--- src/udef_defines.vh ---
`ifndef UDEF_DEFINES_VH
`define UDEF_DEFINES_VH

// ==========================================
// Register map, 16-bit words on the word port
`define UDEF_ADDR_W 16
`define UDEF_DEV1_STATUS_ADDR 16'hC090
`define UDEF_DEV1_FRAME_ADDR 16'hC092
`define UDEF_DEV2_STATUS_ADDR 16'hC0B0
`define UDEF_DEV2_FRAME_ADDR 16'hC0B2

// ==========================================
// Status register fields
`define UDEF_ST_VBUS 15
`define UDEF_ST_ID 14
`define UDEF_ST_MARK 9
`define UDEF_ST_BUSRST 8
`define UDEF_ST_EP_MSB 7
`define UDEF_ST_EP_LSB 0
`define UDEF_DEV1_ST_MASK 16'hC3FF
`define UDEF_DEV2_ST_MASK 16'h03FF

// ==========================================
// Frame-number register fields
`define UDEF_FR_TOFLAG 15
`define UDEF_FR_CNT_MSB 14
`define UDEF_FR_CNT_LSB 12
`define UDEF_FR_FRAME_MSB 10
`define UDEF_FR_FRAME_LSB 0
`define UDEF_TOCNT_MAX 3'h7

// ==========================================
// Timing
`define UDEF_CLK_MHZ 200
`define UDEF_TICK_MHZ 12
`define UDEF_TICK_DIV_W 5
`define UDEF_PIN_FILL 2'h3
`define UDEF_MARK_TIMEOUT_RESET 14'h2EE0
`define UDEF_MARK_TIMEOUT_W 14

`endif

--- src/udef_mark_timer.v ---
`timescale 1ns/10ps
`include "udef_defines.vh"

// ==========================================
// Frame-marker watchdog: 12 MHz down counter, one-cycle pulse on expiry
module udef_mark_timer #(
  parameter CNT_W = `UDEF_MARK_TIMEOUT_W,
  parameter [CNT_W-1:0] LOAD = `UDEF_MARK_TIMEOUT_RESET
) (
  // Clock and reset
  input wire ref_clk,
  input wire rstn,
  input wire clk_en,
  // Control
  input wire marker,
  // Status
  output reg expire_pulse,
  output wire [CNT_W-1:0] count
);

  // 200/12 is not whole; fractional accumulator keeps the mean rate exact
  localparam [`UDEF_TICK_DIV_W+3:0] ACC_MAX = `UDEF_CLK_MHZ;
  localparam [`UDEF_TICK_DIV_W+3:0] STEP = `UDEF_TICK_MHZ;
  reg [`UDEF_TICK_DIV_W+3:0] acc_r;
  reg [CNT_W-1:0] cnt_r;
  wire [`UDEF_TICK_DIV_W+3:0] acc_sum;
  wire tick;

  assign acc_sum = acc_r + STEP;
  assign tick = (acc_sum >= ACC_MAX);
  assign count = cnt_r;

  always @(posedge ref_clk or negedge rstn) begin
    if (!rstn) begin
      acc_r <= {(`UDEF_TICK_DIV_W+4){1'b0}};
      cnt_r <= LOAD;
      expire_pulse <= 1'b0;
    end else if (clk_en) begin
      acc_r <= tick ? acc_sum - ACC_MAX : acc_sum;
      expire_pulse <= 1'b0;
      if (marker) begin
        cnt_r <= LOAD;
      end else if (tick) begin
        if (cnt_r == {CNT_W{1'b0}}) begin
          // Expired: raise event and rearm for the next interval
          expire_pulse <= 1'b1;
          cnt_r <= LOAD;
        end else begin
          cnt_r <= cnt_r - 1'b1;
        end
      end
    end
  end

endmodule // udef_mark_timer

--- src/udef_event_flags.v ---
`timescale 1ns/10ps
`include "udef_defines.vh"

// ==========================================
// Operation
// - With enable set, bus-power flag bit 15 sets on either 4.4V crossing.
// - With enable set, ID flag bit 14 sets on either ID pin edge.
// - Bits 15 and 14 exist only in device 1; reserved in device 2.
// - Frame-marker flag bit 9 sets on each SOF or EOP received.
// - Bus-reset flag bit 8 sets whenever bus reset is detected.
// - Bits 7..0 set on endpoint ACK, STALL, timeout or IN/OUT exception.
// - With endpoint NAK enable set, a sent NAK also sets its flag.
// - Each flag reads 1 when its event fired, else 0.
// - Frame register is read-only, device 1 at C092, device 2 at C0B2.
// - Full speed: SOF frame number captured into bits 10..0.
// - Low speed: frame field unused and not updated.
// - On timeout the frame field keeps the last received frame number.
// - Frame register bit 15 reads 1 after a marker timeout.
// - Bits 14..12 count timeouts upward from 0 to 7.
// - Timeout count returns to zero on any SOF or EOP.
// - Timeout count changes only while timeout enable is set.
// - Writing 1 to a status flag clears it; writing 0 leaves it.
// - Status register at C090 for device 1, C0B0 for device 2.
// - Marker watchdog decrements at 12 MHz, loads 0x2EE0, expiry is timeout.
module udef_event_flags #(
  parameter N_EP = 8,
  parameter FRAME_W = 11,
  parameter [`UDEF_MARK_TIMEOUT_W-1:0] MARK_LOAD = `UDEF_MARK_TIMEOUT_RESET
) (
  // Clock and reset
  input wire ref_clk,
  input wire rstn,
  input wire clk_en,
  // Register word port
  input wire reg_sel,
  input wire reg_wr,
  input wire [`UDEF_ADDR_W-1:0] reg_addr,
  input wire [15:0] reg_wdata,
  output reg [15:0] reg_rdata,
  // Enables from outside this block
  input wire vbus_evt_en,
  input wire id_evt_en,
  input wire timeout_evt_en,
  input wire [N_EP-1:0] nak_evt_en,
  // Dual-role port pins, device 1 only
  input wire vbus_above_pin,
  input wire id_pin,
  // Device 1 protocol events, one-cycle pulses
  input wire d1_marker,
  input wire d1_sof_valid,
  input wire [FRAME_W-1:0] d1_sof_frame,
  input wire d1_full_speed,
  input wire d1_bus_reset,
  input wire [N_EP-1:0] d1_ep_done,
  input wire [N_EP-1:0] d1_ep_nak,
  // Device 2 protocol events, one-cycle pulses
  input wire d2_marker,
  input wire d2_sof_valid,
  input wire [FRAME_W-1:0] d2_sof_frame,
  input wire d2_full_speed,
  input wire d2_bus_reset,
  input wire [N_EP-1:0] d2_ep_done,
  input wire [N_EP-1:0] d2_ep_nak,
  // Status views
  output wire [15:0] dev1_status,
  output wire [15:0] dev2_status,
  output wire [15:0] dev1_frame,
  output wire [15:0] dev2_frame
);

  // ==========================================
  // Helpers
  function [15:0] status_next;
    input [15:0] cur;
    input [15:0] set_v;
    input clr_en;
    input [15:0] clr_v;
    input [15:0] mask;
    begin
      // Set beats a same-cycle clear so no event is lost
      status_next = ((cur & ~(clr_en ? clr_v : 16'h0000)) | set_v) & mask;
    end
  endfunction

  function [2:0] tocnt_next;
    input [2:0] cur;
    input marker;
    input expire;
    input en;
    begin
      if (!en)
        tocnt_next = cur;
      else if (marker)
        tocnt_next = 3'h0;
      else if (expire && cur != `UDEF_TOCNT_MAX)
        tocnt_next = cur + 3'h1;
      else
        tocnt_next = cur;
    end
  endfunction

  function reg_write_hit;
    input sel;
    input wr;
    input [`UDEF_ADDR_W-1:0] addr;
    input [`UDEF_ADDR_W-1:0] target;
    begin
      // Shared by both status decodes
      reg_write_hit = sel & wr & (addr == target);
    end
  endfunction

  // ==========================================
  // Pin synchronisers and edge detect
  reg [1:0] vbus_sync_r;
  reg [1:0] id_sync_r;
  reg vbus_prev_r;
  reg id_prev_r;
  reg [1:0] pins_fill_r;
  wire pins_valid;
  wire vbus_edge;
  wire id_edge;

  always @(posedge ref_clk or negedge rstn) begin
    if (!rstn) begin
      vbus_sync_r <= 2'h0;
      id_sync_r <= 2'h0;
      vbus_prev_r <= 1'b0;
      id_prev_r <= 1'b0;
    end else if (clk_en) begin
      vbus_sync_r <= {vbus_sync_r[0], vbus_above_pin};
      id_sync_r <= {id_sync_r[0], id_pin};
      vbus_prev_r <= vbus_sync_r[1];
      id_prev_r <= id_sync_r[1];
    end
  end

  // Wait until both sync stages and the edge register hold real samples; a pin idling high is no edge
  always @(posedge ref_clk or negedge rstn) begin
    if (!rstn) begin
      pins_fill_r <= 2'h0;
    end else if (clk_en && pins_fill_r != `UDEF_PIN_FILL) begin
      pins_fill_r <= pins_fill_r + 2'h1;
    end
  end

  assign pins_valid = (pins_fill_r == `UDEF_PIN_FILL);
  assign vbus_edge = pins_valid & (vbus_sync_r[1] ^ vbus_prev_r);
  assign id_edge = pins_valid & (id_sync_r[1] ^ id_prev_r);

  // ==========================================
  // Marker watchdogs
  wire d1_expire;
  wire d2_expire;

  // Reload is fixed per build; there is no runtime count register here
  udef_mark_timer #(
    .CNT_W(`UDEF_MARK_TIMEOUT_W),
    .LOAD(MARK_LOAD)
  ) u_d1_timer (
    .ref_clk(ref_clk),
    .rstn(rstn),
    .clk_en(clk_en),
    .marker(d1_marker),
    .expire_pulse(d1_expire),
    .count()
  );

  udef_mark_timer #(
    .CNT_W(`UDEF_MARK_TIMEOUT_W),
    .LOAD(MARK_LOAD)
  ) u_d2_timer (
    .ref_clk(ref_clk),
    .rstn(rstn),
    .clk_en(clk_en),
    .marker(d2_marker),
    .expire_pulse(d2_expire),
    .count()
  );

  // ==========================================
  // Status registers
  reg [15:0] d1_status_r;
  reg [15:0] d2_status_r;
  reg [15:0] d1_set;
  reg [15:0] d2_set;
  wire d1_st_wr;
  wire d2_st_wr;

  assign d1_st_wr = reg_write_hit(reg_sel, reg_wr, reg_addr, `UDEF_DEV1_STATUS_ADDR);
  assign d2_st_wr = reg_write_hit(reg_sel, reg_wr, reg_addr, `UDEF_DEV2_STATUS_ADDR);

  always @* begin
    d1_set = 16'h0000;
    d1_set[`UDEF_ST_VBUS] = vbus_evt_en & vbus_edge;
    d1_set[`UDEF_ST_ID] = id_evt_en & id_edge;
    d1_set[`UDEF_ST_MARK] = d1_marker;
    d1_set[`UDEF_ST_BUSRST] = d1_bus_reset;
    d1_set[`UDEF_ST_EP_MSB:`UDEF_ST_EP_LSB] = d1_ep_done | (d1_ep_nak & nak_evt_en);
    d2_set = 16'h0000;
    d2_set[`UDEF_ST_MARK] = d2_marker;
    d2_set[`UDEF_ST_BUSRST] = d2_bus_reset;
    d2_set[`UDEF_ST_EP_MSB:`UDEF_ST_EP_LSB] = d2_ep_done | (d2_ep_nak & nak_evt_en);
  end

  always @(posedge ref_clk or negedge rstn) begin
    if (!rstn) begin
      d1_status_r <= 16'h0000;
    end else if (clk_en) begin
      d1_status_r <= status_next(d1_status_r, d1_set, d1_st_wr, reg_wdata, `UDEF_DEV1_ST_MASK);
    end
  end

  always @(posedge ref_clk or negedge rstn) begin
    if (!rstn) begin
      d2_status_r <= 16'h0000;
    end else if (clk_en) begin
      // Device 2 mask holds bits 15 and 14 at zero
      d2_status_r <= status_next(d2_status_r, d2_set, d2_st_wr, reg_wdata, `UDEF_DEV2_ST_MASK);
    end
  end

  // ==========================================
  // Frame-number registers, hardware-written only
  reg [FRAME_W-1:0] d1_frame_r;
  reg [FRAME_W-1:0] d2_frame_r;
  reg [2:0] d1_tocnt_r;
  reg [2:0] d2_tocnt_r;
  reg d1_toflag_r;
  reg d2_toflag_r;

  always @(posedge ref_clk or negedge rstn) begin
    if (!rstn) begin
      d1_frame_r <= {FRAME_W{1'b0}};
      d1_tocnt_r <= 3'h0;
      d1_toflag_r <= 1'b0;
    end else if (clk_en) begin
      // Timeouts leave the frame field untouched
      if (d1_sof_valid && d1_full_speed)
        d1_frame_r <= d1_sof_frame;
      d1_tocnt_r <= tocnt_next(d1_tocnt_r, d1_marker, d1_expire, timeout_evt_en);
      if (d1_marker)
        d1_toflag_r <= 1'b0;
      else if (d1_expire)
        d1_toflag_r <= 1'b1;
    end
  end

  always @(posedge ref_clk or negedge rstn) begin
    if (!rstn) begin
      d2_frame_r <= {FRAME_W{1'b0}};
      d2_tocnt_r <= 3'h0;
      d2_toflag_r <= 1'b0;
    end else if (clk_en) begin
      // Timeouts leave the frame field untouched
      if (d2_sof_valid && d2_full_speed)
        d2_frame_r <= d2_sof_frame;
      d2_tocnt_r <= tocnt_next(d2_tocnt_r, d2_marker, d2_expire, timeout_evt_en);
      if (d2_marker)
        d2_toflag_r <= 1'b0;
      else if (d2_expire)
        d2_toflag_r <= 1'b1;
    end
  end

  assign dev1_status = d1_status_r;
  assign dev2_status = d2_status_r;
  assign dev1_frame = {d1_toflag_r, d1_tocnt_r, 1'b0, d1_frame_r};
  assign dev2_frame = {d2_toflag_r, d2_tocnt_r, 1'b0, d2_frame_r};

  // ==========================================
  // Read path; writes to frame addresses are ignored
  // Registered read data; one cycle of latency keeps the output glitch-free
  reg [15:0] rd_mux;
  wire rd_take;

  assign rd_take = reg_sel & ~reg_wr;

  always @* begin
    case (reg_addr)
      `UDEF_DEV1_STATUS_ADDR: rd_mux = d1_status_r;
      `UDEF_DEV2_STATUS_ADDR: rd_mux = d2_status_r;
      `UDEF_DEV1_FRAME_ADDR: rd_mux = dev1_frame;
      `UDEF_DEV2_FRAME_ADDR: rd_mux = dev2_frame;
      default: rd_mux = 16'h0000;
    endcase
  end

  always @(posedge ref_clk or negedge rstn) begin
    if (!rstn) begin
      reg_rdata <= 16'h0000;
    end else if (clk_en && rd_take) begin
      reg_rdata <= rd_mux;
    end
  end

endmodule // udef_event_flags

--- config.mk ---
export PLATFORM = sky130hd
export DESIGN_NAME = udef_event_flags
export DESIGN_NICKNAME = d
export VERILOG_FILES = /design/src/udef_mark_timer.v /design/src/udef_event_flags.v
export VERILOG_INCLUDE_DIRS = /design/src
export SDC_FILE = /design/constraint.sdc
export NUM_CORES = 1
export LEC_CHECK = 0
export BUFFER_PORTS_ARGS = -buffer_cell sky130_fd_sc_hd__buf_2
export CAP_MARGIN = 20
export CELL_PAD_IN_SITES_DETAIL_PLACEMENT = 1
export CELL_PAD_IN_SITES_GLOBAL_PLACEMENT = 1
export CORE_UTILIZATION = 41
export CTS_BUF_LIST = sky130_fd_sc_hd__clkbuf_8
export DETAILED_ROUTE_END_ITERATION = 8
export PLACE_DENSITY_LB_ADDON = 0.12
export SLEW_MARGIN = 0
export SYNTH_ARGS = -nofsm -noshare
export SYNTH_HDL_FRONTEND = slang
export SYNTH_SLANG_ARGS = --single-unit
--- constraint.sdc ---
create_clock -name ref_clk -period 3.7 [get_ports ref_clk]
set_clock_uncertainty 0.1 [all_clocks]
set_input_delay 0.74 -clock ref_clk [delete_from_list [all_inputs] [get_ports ref_clk]]
set_output_delay 0.74 -clock ref_clk [all_outputs]
set_load 0.05 [all_outputs]
==> results of run 1 <==
[worst min path at each step]
| stage | start | slack, ns | endpoint |
|---|---|---|---|
| after detailed placement | reg_rdata[3] | 0.37 | reg_rdata[3] |
| after floorplan | rstn | 0.34 | d1_frame_r[0] |
| after global placement | pins_fill_r[0] | 0.36 | pins_fill_r[0] |
| after global routing | rstn | 0.34 | u_d1_timer.count[12] |
| final | rstn | 0.25 | u_d1_timer.count[12] |
| after CTS | rstn | 0.32 | u_d1_timer.count[12] |
[critical path, cell delays in order (launching register included)]
cell,delay [ns]
sky130_fd_sc_hd__dfrtp_1,0.50
sky130_fd_sc_hd__inv_1,0.08
sky130_fd_sc_hd__ha_1,0.32
sky130_fd_sc_hd__nor2b_1,0.23
sky130_fd_sc_hd__or2_1,0.14
sky130_fd_sc_hd__ha_1,0.20
sky130_fd_sc_hd__o21a_1,0.15
sky130_fd_sc_hd__a32o_1,0.57
sky130_fd_sc_hd__a21boi_1,0.23
sky130_fd_sc_hd__o21a_1,0.28
sky130_fd_sc_hd__or3b_1,0.38
[per-stage QoR]
stage | hold slack [ns] | area [µm²] | std cells | utilization [%] | total power [W]
finish | 0.248 | 8260 | 1064 | 51.4 | 0.00545
global placement | 0.361 | 7830 | 1031 | 48.8 | 0.00403
CTS | 0.317 | 8260 | 1063 | 51.4 | 0.00548
floorplan | 0.344 | 6860 | 682 | - | 0.00357
detailed placement | 0.370 | 7830 | 1031 | 48.8 | 0.00416
global route | 0.343 | 8260 | 1063 | 51.4 | 0.00580
[cells by family after synthesis]
| kind of cell | Yosys count | share of synthesized area (%) |
|---|---|---|
| simple gates | 227 | 19.0 |
| compound gates | 178 | 18.1 |
| flops | 119 | 44.0 |
| buf+inv | 65 | 4.61 |
| mux | 46 | 9.13 |
| xor+xnor | 19 | 2.44 |
| fa+ha+maj | 15 | 2.75 |
| other cells | 1 | 0.0550 |
[cell usage in the layout, fill, tap and decap left out, types with 14 or more instances in the layout]
master / n
sky130_fd_sc_hd__dfstp_2: 14
sky130_fd_sc_hd__mux2_2: 29
sky130_fd_sc_hd__o2bb2ai_1: 16
sky130_fd_sc_hd__ha_1: 15
sky130_fd_sc_hd__nand3_1: 20
sky130_fd_sc_hd__dfrtp_1: 105
sky130_fd_sc_hd__clkbuf_8: 19
sky130_fd_sc_hd__buf_2: 173
sky130_fd_sc_hd__nand2_1: 75
sky130_fd_sc_hd__a21oi_1: 37
sky130_fd_sc_hd__nor2_1: 31
sky130_fd_sc_hd__o21ai_1: 32
sky130_fd_sc_hd__nand2b_1: 14
[per-layer routing]
metal / wire, µm / vias to the layer above
met5: 11 / -
met1: 8510 / 3019
li1: - / 2769
met2: 10600 / 141
met3: 814 / 25
met4: 272 / 2
[flip-flops by register name (all words and copies together), names as in the netlist]
register	flops
d1_frame_r	11
d2_tocnt_r	3
pins_fill_r	2
d2_toflag_r	1
vbus_sync_r	2
id_prev_r	1
u_d2_timer.expire_pulse	1
u_d2_timer.acc_r	7
reg_rdata	15
u_d1_timer.count	14
d1_toflag_r	1
u_d1_timer.expire_pulse	1
u_d2_timer.count	14
u_d1_timer.acc_r	7
id_sync_r	2
dev2_status	10
dev1_status	12
vbus_prev_r	1
d1_tocnt_r	3
d2_frame_r	11
[layout make-up]
type	instances	area (µm²)
antenna	1	2.50
clock buffer	19	262
clock inverter	13	168
fill	1835	7800
inverter	14	52.6
multi-input combinational	498	3550
sequential	119	3000
tap	216	270
timing repair buffer	184	961
[power by group through the flow]
stage	logic, W	registers [W]	clock network (W)
2_1_floorplan	0.00159	0.00198	0
3_3_place_gp	0.00215	0.00188	0
3_5_place_dp	0.00226	0.00190	0
4_1_cts	0.00227	0.00188	0.00133
5_1_grt	0.00250	0.00192	0.00138
6_report	0.00227	0.00188	0.00130
==> Flow_metrics.wiki, run 1 <==
{| class="wikitable"
! Metric !! Value
|-
| Status || finished, final reports clean
|-
| Number of buffers between clock root and the deepest sink || 2
|-
| Num rows || 46
|-
| Largest area contributor in the netlist || sky130_fd_sc_hd__dfrtp_1
|-
| Critical path required time || 3.96 ns
|-
| Number of enable flip-flop cells after synthesis || 0
|-
| Number of resized instances in the post-cts repair step || 0
|-
| Reg2reg start || u_d1_timer.acc_r[2]
|-
| Total global routing overflow || 0
|-
| Number of DRC markers after the initial detailed-route iteration || 259
|-
| Buffer type at the clock tree root || sky130_fd_sc_hd__clkbuf_8
|-
| Number of vias per cell after detailed routing || 5.60
|-
| Most congested layer reported by global routing || met2
|-
| Predominant post-synthesis flop cell || sky130_fd_sc_hd__dfrtp_1
|-
| Number of buffers inserted by port buffering || 174
|-
| Met2 GRT Util || 44.0%
|-
| Placeable core region || 16,100 µm²
|-
| Time the worst path needs with I/O delays and setup || 3.27 ns
|-
| Share of async-settable or async-resettable flops after synthesis || 100%
|-
| Clk slew on worst S/H paths || 0.07 ns
|-
| Full die area || 17,100 µm²
|-
| RSZ-0062 raised after global routing || no
|-
| Proportion of power drawn by combinational gates || 41.6%
|-
| PnR worst setup slack || 0.425 ns
|-
| All-Layer GR Usage || 24.8%
|-
| Synth Warn # || 0
|-
| First-pass GRT wire length || 32.3 mm
|-
| Vias in the first global route || 6,232
|-
| Nature of the critical path startpoint || register
|-
| Initial standard-cell utilization of the core || 42.4%
|-
| Cell with the most instances after synthesis || sky130_fd_sc_hd__dfrtp_1
|-
| Area fraction of the dominant cell type after synthesis || 38.6%
|-
| GR Layer Usage met3 || 5.90%
|-
| Ranking of synthesized cells by instance count || 105 x sky130_fd_sc_hd__dfrtp_1, 75 x sky130_fd_sc_hd__nand2_1, 37 x sky130_fd_sc_hd__a21oi_1, 32 x sky130_fd_sc_hd__o21ai_1, 31 x sky130_fd_sc_hd__nor2_1
|-
| Seq pwr share || 34.5%
|-
| Pwr Density || 659 nW/µm²
|-
| Iteration count of the initial detailed-routing pass || 7
|-
| Synthesis-stage register bit count || 119
|-
| Clock insertion delay at the later pin of the skew report || 0.44 ns
|-
| Share of post-route cells with drive strength above 1 || 34.4%
|-
| Top-level I/O count || 192
|-
| Achievable clock frequency || 305 MHz
|-
| Height of the die || 131 µm
|-
| Worst setup startpoint || u_d1_timer.acc_r[2]
|-
| DPL Wire Length || 14.9 mm
|-
| Actual slew at the worst max-slew pin || 0.720 ns
|-
| Worst-path maximum fanout || 13
|-
| Cell depth of the worst flop-to-flop path || 10
|-
| Endpoint of the most critical setup path || u_d1_timer.count[7]
|-
| Sw power || 0.00231 W
|-
| Remaining antenna violation count after routing || 0
|-
| Power share of the clock group || 23.9%
|-
| Maximum capacitance violations || 0
|-
| Depth of the CTS H-tree || 4
|-
| Final setup vio count || 0
|-
| Class of the most critical hold timing path || input port to asynchronous set/reset pin
|-
| Met1 Resource Use GR || 29.7%
|-
| Initial antenna violation count || 1
|-
| CTS tree || done
|-
| Syn Area/Cell || 10.2 µm²
|-
| CTS Sinks || 119
|-
| Worst ir drop on vdd || 0.000353 V
|-
| Seq/Total Area, Yosys || 44.0%
|-
| Setup bufs post-CTS || 0
|-
| LEAKAGE || 3.58 nW
|-
| Worst max-slew margin expressed relative to the limit || 51.8%
|-
| Clock buffers created by TritonCTS || 17
|-
| Total DRC errors in the routed layout || 0
|-
| Net count of the finished layout || 961
|-
| Synth area leaders || sky130_fd_sc_hd__dfrtp_1 39%, sky130_fd_sc_hd__dfstp_2 5.4%, sky130_fd_sc_hd__mux2_2 4.8%
|-
| Vias || 5,956
|-
| Count of unique library cells instantiated by Yosys || 82
|-
| Endpoint of the worst-slack reg-to-reg timing path || u_d1_timer.count[7]
|-
| Hold Violations, Final || 0
|-
| Total routed wirelength || 20.2 mm
|-
| Cell count after synthesis || 670
|-
| Routability cong. || 0.794
|-
| Routed wirelength normalized by instance count || 19.0 µm
|-
| Count of hold-fix buffers inserted at cts || 0
|-
| Register-to-register setup slack || 0.43 ns
|-
| Pin count of the biggest net entering global routing || 120
|-
| Internal power contribution || 0.00314 W
|-
| Kind of capture point of the worst setup path || register
|-
| Syn Std Cell Area || 6810 µm²
|-
| Layout overhead on the synthesized area || 21.2%
|-
| Worst Setup Slack post-DPL || 0.448 ns
|-
| Sw frac || 42.3%
|-
| Start-to-end type of the worst setup path || register to register
|-
| Portion of the clock cycle consumed by the worst path in the final layout || 88.5%
|-
| Die width || 131 µm
|-
| Crit path arrival time || 3.54 ns
|-
| Pins Over Slew Limit || 0
|-
| Total negative slack for setup checks || 0 ns
|}
No activity file was read; power rests on OpenSTA's default activity.
==> run 2, diff against run 1 <==
--- a/config.mk
+++ b/config.mk
@@ -10,11 +10,12 @@
 export CAP_MARGIN = 20
 export CELL_PAD_IN_SITES_DETAIL_PLACEMENT = 1
 export CELL_PAD_IN_SITES_GLOBAL_PLACEMENT = 1
-export CORE_UTILIZATION = 41
+export CORE_UTILIZATION = 42
 export CTS_BUF_LIST = sky130_fd_sc_hd__clkbuf_8
 export DETAILED_ROUTE_END_ITERATION = 8
 export PLACE_DENSITY_LB_ADDON = 0.12
 export SLEW_MARGIN = 0
 export SYNTH_ARGS = -nofsm -noshare
 export SYNTH_HDL_FRONTEND = slang
+export SYNTH_HIERARCHICAL = 1
 export SYNTH_SLANG_ARGS = --single-unit
==> Flow_metrics.wiki, run 2 <==
{| class="wikitable"
! Metric !! Value
|-
| Commonest non-fill, non-tap cells in the layout || 173 x sky130_fd_sc_hd__buf_2, 105 x sky130_fd_sc_hd__dfrtp_1, 51 x sky130_fd_sc_hd__nand2_1, 34 x sky130_fd_sc_hd__inv_1, 32 x sky130_fd_sc_hd__a21oi_1
|-
| Routed wirelength normalized by instance count || 19.9 µm
|-
| Maximum capacitance violations || 0
|-
| Pwr Density || 632 nW/µm²
|-
| LEAKAGE || 3.86 nW
|-
| GR Layer Usage met3 || 4.38%
|-
| Register-to-register setup slack || 0.64 ns
|-
| Remaining antenna violation count after routing || 0
|-
| Iteration count of the initial detailed-routing pass || 4
|-
| DPL Wire Length || 15.9 mm
|-
| Depth of the CTS H-tree || 4
|-
| All-Layer GR Usage || 25.5%
|-
| Cell depth of the worst flop-to-flop path || 10
|-
| Most common cell after layout, fill and taps aside || sky130_fd_sc_hd__buf_2
|-
| Cell with the most instances after synthesis || sky130_fd_sc_hd__dfrtp_1
|-
| Total DRC errors in the routed layout || 0
|-
| Achievable clock frequency || 327 MHz
|-
| Predominant post-synthesis flop cell || sky130_fd_sc_hd__dfrtp_1
|-
| Number of fill cells in the layout || 1,913
|-
| Synth area leaders || sky130_fd_sc_hd__dfrtp_1 37%, sky130_fd_sc_hd__dfstp_2 5.2%, sky130_fd_sc_hd__mux2_2 4.8%
|-
| Share of post-route cells with drive strength above 1 || 35.4%
|-
| Buf/Inv on CP || 2
|-
| Die width || 132 µm
|-
| Worst-path maximum fanout || 11
|-
| Class of the most critical hold timing path || input port to asynchronous set/reset pin
|-
| Synth Warn # || 6
|-
| Total global routing overflow || 0
|-
| Hold Violations, Final || 0
|-
| Largest area contributor in the netlist || sky130_fd_sc_hd__dfrtp_1
|-
| Cell count after synthesis || 681
|-
| Start-to-end type of the worst setup path || register to register
|-
| Most numerous cell on the critical path || sky130_fd_sc_hd__ha_1
|-
| Met1 Resource Use GR || 31.6%
|-
| Number of flip-flops under the largest register name || 15
|-
| Critical-path cell with the highest stage delay || sky130_fd_sc_hd__dfrtp_1
|-
| Time the worst path needs with I/O delays and setup || 3.06 ns
|-
| Nature of the critical path startpoint || register
|-
| First-pass GRT wire length || 34.8 mm
|-
| Smallest hold slack || 0.262 ns
|-
| Top Family by Delay on Critical Path || compound AO/OA/AOI/OAI gates
|-
| Vias in the first global route || 6,489
|-
| Number of buffers between clock root and the deepest sink || 2
|-
| Worst ir drop on vdd || 0.000279 V
|-
| Endpoint of the worst-slack reg-to-reg timing path || u_d2_timer/count[12]
|-
| Register with the most flip-flops || reg_rdata
|-
| Longest individual stage delay on the worst path || 0.53 ns
|-
| Crit path arrival time || 3.29 ns
|-
| Routability cong. || 0.890
|-
| Reg2reg start || u_d2_timer/acc_r[2]
|-
| Buffer type at the clock tree root || sky130_fd_sc_hd__clkbuf_8
|-
| Number of resized instances in the post-cts repair step || 0
|-
| Syn Area/Cell || 10.4 µm²
|-
| Critical path required time || 3.93 ns
|-
| Count of unique library cells instantiated by Yosys || 86
|-
| Number of enable flip-flop cells after synthesis || 0
|-
| Seq/Total Area, Yosys || 42.1%
|-
| Clock buffers created by TritonCTS || 17
|-
| Clock insertion delay at the later pin of the skew report || 0.44 ns
|-
| Kind of capture point of the worst setup path || register
|-
| Placeable core region || 16,600 µm²
|-
| Share of async-settable or async-resettable flops after synthesis || 100%
|-
| ANT cells || 0
|-
| Pins Over Slew Limit || 0
|-
| Net count of the finished layout || 969
|-
| Util after Layout || 50.8%
|-
| Final setup vio count || 0
|-
| Top-level I/O count || 192
|-
| Ranking of synthesized cells by instance count || 105 x sky130_fd_sc_hd__dfrtp_1, 51 x sky130_fd_sc_hd__nand2_1, 32 x sky130_fd_sc_hd__a21oi_1, 30 x sky130_fd_sc_hd__inv_1, 30 x sky130_fd_sc_hd__mux2_2
|-
| Num rows || 47
|-
| CTS Sinks || 119
|-
| Number of vias per cell after detailed routing || 5.67
|-
| Number of buffers inserted by port buffering || 174
|-
| Most congested layer reported by global routing || met2
|-
| Pin count of the biggest net entering global routing || 62
|-
| Synthesis-stage register bit count || 119
|-
| Syn Std Cell Area || 7110 µm²
|-
| Height of the die || 132 µm
|-
| Full die area || 17,500 µm²
|-
| Setup bufs post-CTS || 0
|-
| CTS tree || done
|-
| Count of hold-fix buffers inserted at cts || 0
|-
| RSZ-0062 raised after global routing || no
|-
| Total negative slack for setup checks || 0 ns
|-
| Initial standard-cell utilization of the core || 42.9%
|-
| Total routed wirelength || 21.3 mm
|-
| Worst max-slew margin expressed relative to the limit || 47.3%
|-
| Number of DRC markers after the initial detailed-route iteration || 174
|-
| Clk slew on worst S/H paths || 0.07 ns
|-
| Vias || 6,096
|-
| Layout overhead on the synthesized area || 18.4%
|-
| Actual slew at the worst max-slew pin || 0.791 ns
|-
| Status || finished, final reports clean
|-
| Sequence of cells on the critical path || inv_1, ha_1, xor2_1, ha_1, o21a_1, a32o_1, buf_4, a31oi_4, o21ai_2, a22o_1
|-
| Met2 GRT Util || 44.3%
|-
| Area fraction of the dominant cell type after synthesis || 37.0%
|-
| Portion of the clock cycle consumed by the worst path in the final layout || 82.7%
|-
| Initial antenna violation count || 0
|}
==> run 2: cell types whose count changed after synthesis, sizes merged, moves of 12 or more <==
cell,change
a21o,+19
a22o,+13
a31oi,+13
buf,+14
inv,+16
nand2,-23
nor2,-12
nor3,+15
o21ai,-14
o2bb2ai,-13
==> run 2: worst max-delay path by stage <==
stage | from | to | slack [ns] | cells after the start
6_report | u_d2_timer/acc_r[2] | u_d2_timer/count[12] | 0.64 | 10
5_1_grt | u_d2_timer/acc_r[2] | u_d2_timer/count[10] | 0.48 | 10
4_1_cts | u_d2_timer/acc_r[2] | u_d2_timer/count[12] | 0.65 | 10
2_1_floorplan | u_d2_timer/acc_r[3] | u_d2_timer/count[0] | 1.11 | 13
3_3_place_gp | u_d2_timer/acc_r[2] | u_d2_timer/count[12] | 0.80 | 10
3_5_place_dp | u_d2_timer/acc_r[2] | u_d2_timer/count[12] | 0.66 | 10
==> run 2: stage by stage <==
step           power [W]  instances  area, µm²  worst slack [ns]
6_report         0.00532       1075       8420             0.639
5_1_grt          0.00568       1075       8420             0.478
4_1_cts          0.00537       1075       8420             0.651
3_5_place_dp     0.00409       1043       8020             0.659
3_3_place_gp     0.00398       1043       8020             0.804
2_1_floorplan    0.00361        693       7150              1.11
==> run 2: logic make-up (layout without fill, tap and decap cells) <==
logic type / count (synthesis) / in the layout / share of synthesized area (%)
fa+ha+maj: 15 / 15 / 2.64
other cells: 1 / 13 / 0.0527
mux: 51 / 51 / 9.49
simple gates: 206 / 206 / 16.8
xor+xnor: 12 / 12 / 1.58
flops: 119 / 119 / 42.1
compound gates: 193 / 193 / 20.7
buf+inv: 84 / 246 / 6.67
==> run 2: power by group <==
part           internal, W  total [W]  switching (W)
clock             0.000715    0.00125       0.000533
sequential         0.00153    0.00185       0.000320
combinational     0.000891    0.00222        0.00133
total              0.00314    0.00532        0.00219
==> run 2: final cells by class <==
type / instances / area [µm²] / share of cell area [%]
sequential: 119 / 3000 / 35.6
multi-input combinational: 490 / 3680 / 43.8
timing repair buffer: 184 / 948 / 11.3
clock inverter: 15 / 170 / 2.02
clock buffer: 17 / 234 / 2.78
tap: 220 / 275 / 3.27
inverter: 30 / 113 / 1.34
==> run 2: per-layer routing <==
| layer | wire (µm) | part of all wire (%) |
|---|---|---|
| met1 | 9140 | 43 |
| met2 | 10800 | 51 |
| met3 | 929 | 4.4 |
| met4 | 489 | 2.3 |
| met5 | 0 | 0 |
==> run 3, diff against run 2 <==
--- a/config.mk
+++ b/config.mk
@@ -6,11 +6,12 @@
 export SDC_FILE = /design/constraint.sdc
 export NUM_CORES = 1
 export LEC_CHECK = 0
+export ABC_AREA = 1
 export BUFFER_PORTS_ARGS = -buffer_cell sky130_fd_sc_hd__buf_2
 export CAP_MARGIN = 20
 export CELL_PAD_IN_SITES_DETAIL_PLACEMENT = 1
 export CELL_PAD_IN_SITES_GLOBAL_PLACEMENT = 1
-export CORE_UTILIZATION = 42
+export CORE_UTILIZATION = 36
 export CTS_BUF_LIST = sky130_fd_sc_hd__clkbuf_8
 export DETAILED_ROUTE_END_ITERATION = 8
 export PLACE_DENSITY_LB_ADDON = 0.12
==> constraint.sdc (replaced) <==
create_clock -name ref_clk -period 2.6 [get_ports ref_clk]
set_clock_uncertainty 0.1 [all_clocks]
set_input_delay 0.52 -clock ref_clk [delete_from_list [all_inputs] [get_ports ref_clk]]
set_output_delay 0.52 -clock ref_clk [all_outputs]
set_load 0.05 [all_outputs]
==> Flow_metrics.wiki, run 3 <==
{| class="wikitable"
! Metric !! Value
|-
| Final setup vio count || 0
|-
| Synth area leaders || sky130_fd_sc_hd__dfrtp_1 36%, sky130_fd_sc_hd__nand2_1 14%, sky130_fd_sc_hd__nand3_1 8.1%
|-
| CTS tree || done
|-
| Iteration count of the initial detailed-routing pass || 4
|-
| Most common cell after layout, fill and taps aside || sky130_fd_sc_hd__nand2_1
|-
| Syn Area/Cell || 7.89 µm²
|-
| Crit path arrival time || 2.53 ns
|-
| Worst max-slew margin expressed relative to the limit || 48.3%
|-
| DPL Wire Length || 16.4 mm
|-
| Commonest non-fill, non-tap cells in the layout || 264 x sky130_fd_sc_hd__nand2_1, 173 x sky130_fd_sc_hd__buf_2, 117 x sky130_fd_sc_hd__nand3_1, 105 x sky130_fd_sc_hd__dfrtp_1, 67 x sky130_fd_sc_hd__inv_1
|-
| Number of DRC markers after the initial detailed-route iteration || 232
|-
| Placeable core region || 19,600 µm²
|-
| Total negative slack for setup checks || 0 ns
|-
| Number of flip-flops under the largest register name || 15
|-
| Vias in the first global route || 6,766
|-
| Remaining antenna violation count after routing || 0
|-
| Number of enable flip-flop cells after synthesis || 0
|-
| Number of fill cells in the layout || 2,486
|-
| Top-level I/O count || 192
|-
| Initial standard-cell utilization of the core || 37.0%
|-
| ANT cells || 0
|-
| Predominant post-synthesis flop cell || sky130_fd_sc_hd__dfrtp_1
|-
| Post-DP Area || 8330 µm²
|-
| Vias || 6,776
|-
| Critical-path cell with the highest stage delay || sky130_fd_sc_hd__dfrtp_1
|-
| Violated checks || hold timing
|-
| Smallest hold slack || -0.0539 ns
|-
| Initial antenna violation count || 0
|-
| Ranking of synthesized cells by instance count || 264 x sky130_fd_sc_hd__nand2_1, 117 x sky130_fd_sc_hd__nand3_1, 105 x sky130_fd_sc_hd__dfrtp_1, 66 x sky130_fd_sc_hd__inv_1, 53 x sky130_fd_sc_hd__o21ai_1
|-
| Net count of the finished layout || 1,218
|-
| Syn Std Cell Area || 7250 µm²
|-
| Status || complete, but fails checks
|-
| Worst Setup Slack post-DPL || 0.224 ns
|-
| Count of unique library cells instantiated by Yosys || 38
|-
| Pwr Density || 921 nW/µm²
|-
| Die width || 144 µm
|-
| Final non-filler cell area || 8720 µm²
|-
| Largest area contributor in the netlist || sky130_fd_sc_hd__dfrtp_1
|-
| All-Layer GR Usage || 22.0%
|-
| Sequential cell area || 3000 µm²
|-
| Actual slew at the worst max-slew pin || 0.775 ns
|-
| Power share of the clock group || 20.6%
|-
| Internal power contribution || 0.00443 W
|-
| LEAKAGE || 4.46 nW
|-
| Number of vias per cell after detailed routing || 4.95
|-
| Maximum capacitance violations || 0
|-
| Critical path required time || 2.82 ns
|-
| Number of buffers between clock root and the deepest sink || 2
|-
| Num rows || 51
|-
| Sw frac || 44.8%
|-
| Time the worst path needs with I/O delays and setup || 2.31 ns
|-
| Portion of the clock cycle consumed by the worst path in the final layout || 88.8%
|-
| Class of the most critical hold timing path || input port to asynchronous set/reset pin
|-
| Sw power || 0.00360 W
|-
| Routability cong. || 0.799
|-
| RSZ-0062 raised after global routing || no
|-
| Total global routing overflow || 0
|-
| Full die area || 20,700 µm²
|-
| Synthesis-stage register bit count || 119
|-
| Routed wirelength normalized by instance count || 16.0 µm
|-
| Nature of the critical path startpoint || register
|-
| First-pass GRT wire length || 34.9 mm
|-
| Achievable clock frequency || 433 MHz
|-
| Area of combinational cells with multiple inputs || 3720 µm²
|-
| Proportion of power drawn by combinational gates || 44.1%
|-
| Cell count after synthesis || 920
|-
| Clk slew on worst S/H paths || 0.08 ns
|-
| Register with the most flip-flops || reg_rdata
|-
| PnR worst setup slack || 0.291 ns
|-
| Pin count of the biggest net entering global routing || 120
|-
| Number of buffers inserted by port buffering || 174
|-
| Clock insertion delay at the later pin of the skew report || 0.44 ns
|-
| Hold Violations, Final || 3
|-
| Cell with the most instances after synthesis || sky130_fd_sc_hd__nand2_1
|-
| Share of post-route cells with drive strength above 1 || 27.1%
|-
| CTS Sinks || 119
|-
| Buffer type at the clock tree root || sky130_fd_sc_hd__clkbuf_8
|-
| Start-to-end type of the worst setup path || register to register
|-
| Total DRC errors in the routed layout || 0
|-
| Share of async-settable or async-resettable flops after synthesis || 100%
|-
| Total routed wirelength || 21.9 mm
|-
| Sequence of cells on the critical path || inv_1, ha_1, xor2_2, ha_1, nand3_1, nand3_4, nand4_2, nand3_1, nand2_1
|-
| Height of the die || 144 µm
|-
| Total instance count after detailed placement || 1,337
|-
| Depth of the CTS H-tree || 4
|-
| Area fraction of the dominant cell type after synthesis || 36.2%
|-
| Worst ir drop on vdd || 0.000430 V
|-
| Longest individual stage delay on the worst path || 0.42 ns
|-
| Synth Warn # || 6
|-
| Pins Over Slew Limit || 0
|-
| Filler-free cell count of the finished design || 1,368
|-
| Layout overhead on the synthesized area || 20.2%
|-
| Worst-path maximum fanout || 13
|-
| Kind of capture point of the worst setup path || register
|-
| Clock buffers created by TritonCTS || 17
|-
| Seq/Total Area, Yosys || 41.3%
|-
| Seq pwr share || 35.2%
|}
[run 3: kinds of logic (layout without fill, tap and decap cells)]
kind of cell    after synthesis  in the layout  synth area share (%)
other cells                   1             13                0.0517
buf+inv                     125            296                  8.19
fa+ha+maj                    15             15                  2.59
flops                       119            119                  41.3
simple gates                527            527                  35.4
compound gates               90             90                  6.28
xor+xnor                     21             21                  2.74
mux                          22             22                  3.42
[run 3: area by class of cell]
class	count	share of cell area, %
clock buffers	18	2.84
clock inverters	13	1.54
inverters	77	3.31
multi-input cells	688	42.6
flip-flops and latches	119	34.4
well taps	265	3.80
repair buffers	188	11.5
[run 3: worst max-delay path: cells and delay by family (launching register included)]
kind | cells | cell delay [ns]
and+or+nand+nor | 5 | 0.89
adders and majority gates | 2 | 0.45
DFF | 1 | 0.42
xor gates and xnor gates | 1 | 0.24
buffers and inverters | 1 | 0.09
[run 3: what timing repair did]
action / in CTS / in global routing
setup endpoints to repair: 0 / 3
hold buffers: 0 / 0
gates resized for setup: 0 / 1
buffers inserted: 0 / 0
[run 3: worst paths after layout]
kind,to,slack [ns],cells after the start,from
worst min-delay path,u_d1_timer/count[8],-0.05,2,rstn
worst max-delay path,u_d2_timer/count[3],0.29,9,u_d2_timer/acc_r[2]
worst min register to register,vbus_sync_r[0],0.38,2,vbus_sync_r[0]
max in group asynchronous,u_d2_timer/acc_r[7],1.77,2,rstn
worst max register to register,u_d2_timer/count[3],0.29,9,u_d2_timer/acc_r[2]
min in group ref_clk,dev1_status[8],0.17,3,d1_bus_reset
[run 3: metal layers]
| metal | track usage (%) | wire, µm |
|---|---|---|
| met1 | 27.5 | 9850 |
| met5 | 0 | 0 |
| met4 | 5.66 | 256 |
| met2 | 38.0 | 10600 |
| met3 | 4.80 | 1170 |
[run 3: per-stage QoR]
stage	total power [W]	util (%)	hold WS [ns]
global route	0.00875	44.5	0.0983
global placement	0.00636	42.5	0.360
CTS	0.00815	44.5	0.0836
detailed placement	0.00645	42.5	0.364
floorplan	0.00558	-	0.124
finish	0.00803	44.5	-0.0539
[run 3: power groups by stage]
| stage | Combinational [W] | Clock [W] | Sequential (W) |
|---|---|---|---|
| after floorplan | 0.00250 | 0 | 0.00307 |
| after global placement | 0.00351 | 0 | 0.00285 |
| after detailed placement | 0.00359 | 0 | 0.00286 |
| after CTS | 0.00360 | 0.00172 | 0.00283 |
| after global routing | 0.00405 | 0.00180 | 0.00290 |
| final | 0.00354 | 0.00166 | 0.00283 |
